===== config.mk =====
export PLATFORM = sky130hd
export DESIGN_NAME = dtr_status_regs
export DESIGN_NICKNAME = d
export VERILOG_FILES = /design/src/rtl/dtr_pkg.sv /design/src/rtl/dtr_status_regs.sv /design/src/rtl/dtr_sync.sv
export SDC_FILE = /design/constraint.sdc
export NUM_CORES = 1
export LEC_CHECK = 0
export BUFFER_PORTS_ARGS = -buffer_cell sky130_fd_sc_hd__buf_2
export CORE_MARGIN = 3
export CORE_UTILIZATION = 35
export DETAILED_ROUTE_END_ITERATION = 10
export GPL_TIMING_DRIVEN = 1
export SETUP_SLACK_MARGIN = 0.5
export SKIP_LAST_GASP = 1
export SYNTH_ARGS = -nofsm -noshare
export SYNTH_HDL_FRONTEND = slang
export SYNTH_HIERARCHICAL = 1
export SYNTH_SLANG_ARGS = --single-unit

===== constraint.sdc =====
create_clock -name ref_clk_i -period 1.3 [get_ports ref_clk_i]
set_input_delay 0.195 -clock ref_clk_i [delete_from_list [all_inputs] [get_ports ref_clk_i]]
set_output_delay 0.195 -clock ref_clk_i [all_outputs]
set_load 0.005 [all_outputs]

===== src/rtl/dtr_pkg.sv =====
// Constants, types and register map of the distributor integration test status bank
package dtr_pkg;

	localparam int          CPU_COUNT        = 8;
	localparam int          CPU_IDX_W        = 3;
	localparam int          DIST_IDENT_WIDTH = 8;
	localparam int          ADDR_W           = 12;
	localparam int          DATA_W           = 32;

	// Offsets within the block window, the base is decoded outside
	localparam logic [11:0] LEGACY_BYPASS_STATUS_OFS  = 12'hDD4;
	localparam logic [11:0] CPU_MATCH_TIE_STATUS_OFS  = 12'hDE0;
	localparam logic [11:0] CPU_SELECT_TIE_STATUS_OFS = 12'hDE4;

	// Field positions in the legacy bypass status word
	localparam int          LEGACY_IRQ_BIT  = 0;
	localparam int          LEGACY_FIQ_BIT  = 1;
	localparam int          CFG_LOCK_BIT    = 2;

	// Which interfaces actually have legacy bypass inputs
	localparam logic [7:0]  LEGACY_IRQ_PRESENT = 8'hFF;
	localparam logic [7:0]  LEGACY_FIQ_PRESENT = 8'hFF;

	// Bits of the match and select vectors that exist
	localparam logic [31:0] IDENT_MASK = 32'hFFFFFFFF >> (DATA_W - DIST_IDENT_WIDTH);

	localparam logic [31:0] RESET_WORD = 32'h00000000;

	// Access size encoding
	localparam logic [1:0]  SIZE_BYTE = 2'h0;
	localparam logic [1:0]  SIZE_HALF = 2'h1;
	localparam logic [1:0]  SIZE_WORD = 2'h2;

	localparam int          SYNC_W = 2 * CPU_COUNT + 1 + 2 * CPU_COUNT * DATA_W;

	typedef struct packed {
		logic                 sel;
		logic                 write;
		logic                 secure;
		logic [1:0]           size;
		logic [CPU_IDX_W-1:0] cpu;
		logic [ADDR_W-1:0]    addr;
		logic [DATA_W-1:0]    wdata;
	} dtr_req_type;

	typedef struct packed {
		logic              ack;
		logic [DATA_W-1:0] rdata;
	} dtr_rsp_type;

	typedef struct packed {
		dtr_rsp_type rsp;
	} dtr_state_type;

endpackage : dtr_pkg


===== src/rtl/dtr_status_regs.sv =====
// Distributor integration test status registers behind the register port
`timescale 1ns/1ps
module dtr_status_regs (
	input  wire logic                                     ref_clk_i,
	input  wire logic                                     rst_n_i,
	input  wire dtr_pkg::dtr_req_type                     req_i,
	input  wire logic [dtr_pkg::CPU_COUNT-1:0]            legacy_irq_i,
	input  wire logic [dtr_pkg::CPU_COUNT-1:0]            legacy_fiq_i,
	input  wire logic                                     cfg_lock_i,
	input  wire logic [dtr_pkg::CPU_COUNT-1:0][31:0]      match_tie_i,
	input  wire logic [dtr_pkg::CPU_COUNT-1:0][31:0]      select_tie_i,
	output dtr_pkg::dtr_rsp_type                          rsp_o
);

	// Synchronised copies of the pin and tie-off levels
	logic [dtr_pkg::SYNC_W-1:0]                 sync_q;
	logic [dtr_pkg::CPU_COUNT-1:0]              irq_s;
	logic [dtr_pkg::CPU_COUNT-1:0]              fiq_s;
	logic                                       lock_s;
	logic [dtr_pkg::CPU_COUNT-1:0][31:0]        match_s;
	logic [dtr_pkg::CPU_COUNT-1:0][31:0]        select_s;

	// Decode of the access presented this cycle
	logic                                       rd_ok;
	logic                                       hit_legacy;
	logic                                       hit_match;
	logic                                       hit_select;

	// Banked register images, one set per interface
	logic [dtr_pkg::CPU_COUNT-1:0][31:0]        legacy_img;
	logic [dtr_pkg::CPU_COUNT-1:0][31:0]        match_img;
	logic [dtr_pkg::CPU_COUNT-1:0][31:0]        select_img;

	// Images of the interface that the access addresses
	logic [31:0]                                legacy_bank;
	logic [31:0]                                match_bank;
	logic [31:0]                                select_bank;

	// Register word before lane masking, and the lanes the access covers
	logic [31:0]                                raw_word;
	logic [3:0]                                 lanes;
	logic [31:0]                                lane_mask;

	// Registered response, the only state of this module
	dtr_pkg::dtr_state_type                     st;
	dtr_pkg::dtr_state_type                     next_st;

	// Tie-offs are static, but syncing them too keeps every pin on one rule
	dtr_sync #(
		.W (dtr_pkg::SYNC_W)
	) u_sync (
		.ref_clk_i (ref_clk_i),
		.rst_n_i   (rst_n_i),
		.d_i       ({legacy_irq_i, legacy_fiq_i, cfg_lock_i, match_tie_i, select_tie_i}),
		.q_o       (sync_q)
	);

	assign {irq_s, fiq_s, lock_s, match_s, select_s} = sync_q;

	// Only secure reads carry data; writes and open-state reads answer zero
	assign rd_ok = req_i.sel && !req_i.write && req_i.secure;

	// Word-aligned offset compare; the system base is stripped before this port
	always_comb begin
		hit_legacy = 1'b0;
		hit_match  = 1'b0;
		hit_select = 1'b0;
		if (req_i.addr[11:2] == dtr_pkg::LEGACY_BYPASS_STATUS_OFS[11:2]) begin
			hit_legacy = 1'b1;
		end
		// A single interface has no match or select register to offer
		if (dtr_pkg::CPU_COUNT >= 2) begin
			if (req_i.addr[11:2] == dtr_pkg::CPU_MATCH_TIE_STATUS_OFS[11:2]) begin
				hit_match = 1'b1;
			end
			if (req_i.addr[11:2] == dtr_pkg::CPU_SELECT_TIE_STATUS_OFS[11:2]) begin
				hit_select = 1'b1;
			end
		end
	end

	// Legacy images: the lock tie-off is shared, bypass levels are per interface
	always_comb begin
		for (int i = 0; i < dtr_pkg::CPU_COUNT; i++) begin
			legacy_img[i]                          = dtr_pkg::RESET_WORD;
			legacy_img[i][dtr_pkg::CFG_LOCK_BIT]   = lock_s;
			// Inputs that an interface lacks read as zero through the present masks
			legacy_img[i][dtr_pkg::LEGACY_FIQ_BIT] = fiq_s[i]
				& dtr_pkg::LEGACY_FIQ_PRESENT[i];
			legacy_img[i][dtr_pkg::LEGACY_IRQ_BIT] = irq_s[i]
				& dtr_pkg::LEGACY_IRQ_PRESENT[i];
		end
	end

	// Match images; bits above the identifier width read zero
	always_comb begin
		for (int i = 0; i < dtr_pkg::CPU_COUNT; i++) begin
			match_img[i] = match_s[i] & dtr_pkg::IDENT_MASK;
		end
	end

	// Select images; bits above the identifier width read zero
	always_comb begin
		for (int i = 0; i < dtr_pkg::CPU_COUNT; i++) begin
			select_img[i] = select_s[i] & dtr_pkg::IDENT_MASK;
		end
	end

	// Legacy image of the addressed interface; an index beyond the count reads zero
	always_comb begin
		legacy_bank = dtr_pkg::RESET_WORD;
		for (int i = 0; i < dtr_pkg::CPU_COUNT; i++) begin
			if (int'(req_i.cpu) == i) begin
				legacy_bank = legacy_img[i];
			end
		end
	end

	// Match image of the addressed interface
	always_comb begin
		match_bank = dtr_pkg::RESET_WORD;
		for (int i = 0; i < dtr_pkg::CPU_COUNT; i++) begin
			if (int'(req_i.cpu) == i) begin
				match_bank = match_img[i];
			end
		end
	end

	// Select image of the addressed interface
	always_comb begin
		select_bank = dtr_pkg::RESET_WORD;
		for (int i = 0; i < dtr_pkg::CPU_COUNT; i++) begin
			if (int'(req_i.cpu) == i) begin
				select_bank = select_img[i];
			end
		end
	end

	// Addressed register, gated by the secure read check
	always_comb begin
		raw_word = dtr_pkg::RESET_WORD;
		// Writes, open-state reads and unmapped offsets keep the zero word
		if (rd_ok) begin
			if (hit_legacy) begin
				raw_word = legacy_bank;
			end else if (hit_match) begin
				raw_word = match_bank;
			end else if (hit_select) begin
				raw_word = select_bank;
			end
		end
	end

	// Lanes covered by the access; size code 3 is taken as a word
	always_comb begin
		lanes = 4'hF;
		case (req_i.size)
			dtr_pkg::SIZE_BYTE: begin
				case (req_i.addr[1:0])
					2'h0: begin
						lanes = 4'h1;
					end
					2'h1: begin
						lanes = 4'h2;
					end
					2'h2: begin
						lanes = 4'h4;
					end
					default: begin
						lanes = 4'h8;
					end
				endcase
			end
			dtr_pkg::SIZE_HALF: begin
				// The lowest address bit plays no part in a halfword access
				case (req_i.addr[1])
					1'b0: begin
						lanes = 4'h3;
					end
					default: begin
						lanes = 4'hC;
					end
				endcase
			end
			default: begin
				lanes = 4'hF;
			end
		endcase
	end

	// Little-endian only: byte n of the word always travels on lane n
	always_comb begin
		lane_mask = dtr_pkg::RESET_WORD;
		for (int b = 0; b < 4; b++) begin
			// No swap option exists, so the lane index is the byte index
			if (lanes[b]) begin
				lane_mask[b*8 +: 8] = 8'hFF;
			end
		end
	end

	// Every request is answered on the next edge
	always_comb begin
		next_st           = st;
		next_st.rsp.ack   = req_i.sel;
		// Idle cycles return zero so the data bus does not hold stale values
		next_st.rsp.rdata = raw_word & lane_mask;
	end

	// Response register; cleared on reset
	always_ff @(posedge ref_clk_i or negedge rst_n_i) begin
		if (!rst_n_i) begin
			st <= '0;
		end else begin
			st <= next_st;
		end
	end

	assign rsp_o = st.rsp;

endmodule : dtr_status_regs


===== src/rtl/dtr_sync.sv =====
// Two-stage level synchroniser for a vector of pin levels
`timescale 1ns/1ps
module dtr_sync #(
	parameter int W = 1
) (
	input  wire logic         ref_clk_i,
	input  wire logic         rst_n_i,
	input  wire logic [W-1:0] d_i,
	output logic      [W-1:0] q_o
);

	typedef struct packed {
		logic [W-1:0] first;
		logic [W-1:0] second;
	} dtr_sync_state_type;

	dtr_sync_state_type st;
	dtr_sync_state_type next_st;

	// First stage only feeds the second, nothing else looks at it
	always_comb begin
		next_st        = st;
		next_st.first  = d_i;
		next_st.second = st.first;
	end

	// Clears to zero so reads right after reset show zero
	always_ff @(posedge ref_clk_i or negedge rst_n_i) begin
		if (!rst_n_i) begin
			st <= '0;
		end else begin
			st <= next_st;
		end
	end

	assign q_o = st.second;

endmodule : dtr_sync


==> results of run 1 <==
==> flow_summary.toml, run 1 <==
[outcome]
outcome = "aborted with a tool error"
lastStage = "I/O pin placement"
error_line = "[ERROR PPL-0024] Number of IO pins (616) exceeds maximum number of available positions (602). Increase the die perimeter from 674.40um to 837.76um."

[floorplan]
start_util_pct = 36.1
die_w_um = 169
die_h_um = 169
num_rows = 58

[synth]
synth_cells = 523
synth_area_per_cell_um2 = 17.7
syn-cell-area_um2 = 9250
yosys_warnings = 6
==> inputs of run 2 (changes only) <==
Settings changed: CORE_UTILIZATION 35 to 20, PLACE_DENSITY_LB_ADDON set to 0.15, SETUP_SLACK_MARGIN 0.5 to unset.
Clock period 1.3 ns to 1.7 ns, I/O delays scaled along.
==> flow_summary.toml, run 2 <==
[worst_hold_path]
min_path_type = "in2reg"

[layout]
layout-drive-gt1-share_pct = 32.6
nFillCells = 4517
layout_commonest_cell = "dfrtp_1"
area_growth_pct = 49.8
nets = 1491
mostFrequentLayoutCells = "299 x dfrtp_1, 173 x buf_2, 147 x dlygate4sd3_1"

[sta]
setup_viol = 0
finalHoldViolCount = 0
tns_ps = 0
skew_ps = 12.2
rsz0062_at_grt = "yes"
hold_ws_ps = 175
worst_slack_ps = 109
max_freq_ghz = 0.629
relSlewSlack_pct = 33.9
period_minus_slack_ps = 1590
min_period_over_period_pct = 93.6
worst_slew_pin_slew_ps = 989
slew_violations = 0

[clocking]
cts_made_buffers = 36
cts_max_path_buffers = 3
cts_tree = "built"
path_clk_slew_ps = 60
cts_sinks = 299
clkLatencyLatePin_ps = 530
cts_htree_levels = 2
clockRootBuffer = "clkbuf_16"

[power]
total_leakage_power_nw = 6.30
powerDensity_nw_per_um2 = 1190
ir_worst_vdd_mv = 0.569

[grt]
antenna_found_initial = 3
grt_pass1_wl_um = 39600
grt.total_usage_pct = 10.9
grt_max_degree = 75
grt_pass1_vias = 6203
grt-ovfl-total = 0

[worst_setup_path]
crit_fanout = 2
rrSetupSlack_ps = 110
critPathArrivalTime_ps = 2040
critPathSlowestCell = "mux4_2"
required_ps = 2150
crit_path_end = "rsp_o[1]"
crit_path_end_kind = "flip-flop"
cp-startpoint = "u_sync/q_o[481]"
crit_family = "multiplexers"
r2r_cells = 5
crit_path_max_incr_delay_ps = 520
criticalPathCategory = "reg2reg"
start_kind = "flip-flop"
crit_chain = "mux2i_1 > mux4_2 > nor3_4 > a31oi_2 > a211oi_2"
crit_cells = 5
r2r_start = "u_sync/q_o[481]"
critPathBufInv = 0
reg2reg_to = "rsp_o[1]"

[detailed_routing]
drt-total-wl_um = 25800
drt-initial-drc-count = 221
route.detailed.drc = 0
drtAntennaViolNets = 0
vias_per_cell = 3.57
drt-pass1-iter-count = 4
wl_per_cell_um = 16.8
vias = 5472

[floorplan]
core_area_um2 = 45600
start_util_pct = 20.3
die_w_um = 221
io_pins = 616
dieArea_um2 = 48900
die_h_um = 221
num_rows = 78

[placement]
pre_cts_ws_ps = -374
gp_congestion = 0.675
hpwlAfterDp_um = 17400
portBuffers = 175

[job]
maxCapViolations = 0

[synth]
yosys_warnings = 6
syn-cell-area_um2 = 9250
synth_cells = 523
synth_area_per_cell_um2 = 17.7

[outcome]
outcome = "finished clean"
==> run 2: worst reg2reg max path: stages, from the launching register on <==
cell and delay [ps]:
dfrtp_1 360, mux2i_1 80, mux4_2 520, nor3_4 280, a31oi_2 90, a211oi_2 190
==> run 2: per-stage QoR <==
| stage | instances | instance area (µm²) | util, % | power, W |
|---|---|---|---|---|
| after CTS | 1532 | 13900 | 30.4 | 0.0169 |
| after global placement | 1323 | 11200 | 24.5 | 0.00861 |
| final | 1533 | 13900 | 30.4 | 0.0165 |
| after floorplan | 546 | 9340 | - | 0.00798 |
| after global routing | 1533 | 13900 | 30.4 | 0.0173 |
| after detailed placement | 1323 | 11200 | 24.5 | 0.00860 |
==> run 2: power by group <==
part	internal, W	switching, W	total, W
Clock	0.00488	0.00292	0.00780
Combinational	0.000607	0.000528	0.00113
Sequential	0.00747	0.0000929	0.00756
Total	0.0130	0.00354	0.0165
==> run 2: layer usage <==
layer	share of wire, %	global-route usage, %	wire length [µm]
met1	49	15.5	12500
met2	43	16.1	11200
met3	5.3	2.75	1370
met4	2.6	4.09	663
met5	0	0	0
==> run 2: layout make-up <==
| cell class | count | area (µm²) | share of cell area (%) |
|---|---|---|---|
| Sequential cell | 299 | 7480 | 54.0 |
| Tap cell | 600 | 751 | 5.42 |
| Antenna cell | 1 | 2.50 | 0.0181 |
| Clock buffer | 47 | 993 | 7.17 |
| Multi-Input combinational cell | 194 | 1520 | 11.0 |
| Clock inverter | 15 | 218 | 1.57 |
| Inverter | 8 | 30.0 | 0.217 |
| Timing Repair Buffer | 369 | 2860 | 20.6 |
==> run 2: what timing repair did <==
item                                    CTS  global route
endpoints found under the hold margin   254             0
resized for setup                         3             0
pin swaps                                 2             1
endpoints found under the setup margin    1             1
hold buffers                            147             0
buffers inserted                          0             0
==> run 2: how the worst min path moves through the flow <==
stage              start                   to  cells past startpoint
5_1_grt        req_i[37]             rsp_o[1]                      3
2_1_floorplan    rst_n_i             rsp_o[0]                      0
4_1_cts        req_i[37]             rsp_o[1]                      3
3_5_place_dp     rst_n_i  u_sync/next_st[385]                      1
3_3_place_gp     rst_n_i  u_sync/next_st[385]                      1
6_report       req_i[37]             rsp_o[1]                      3
Note: power is estimated with default switching activity, not from simulation.
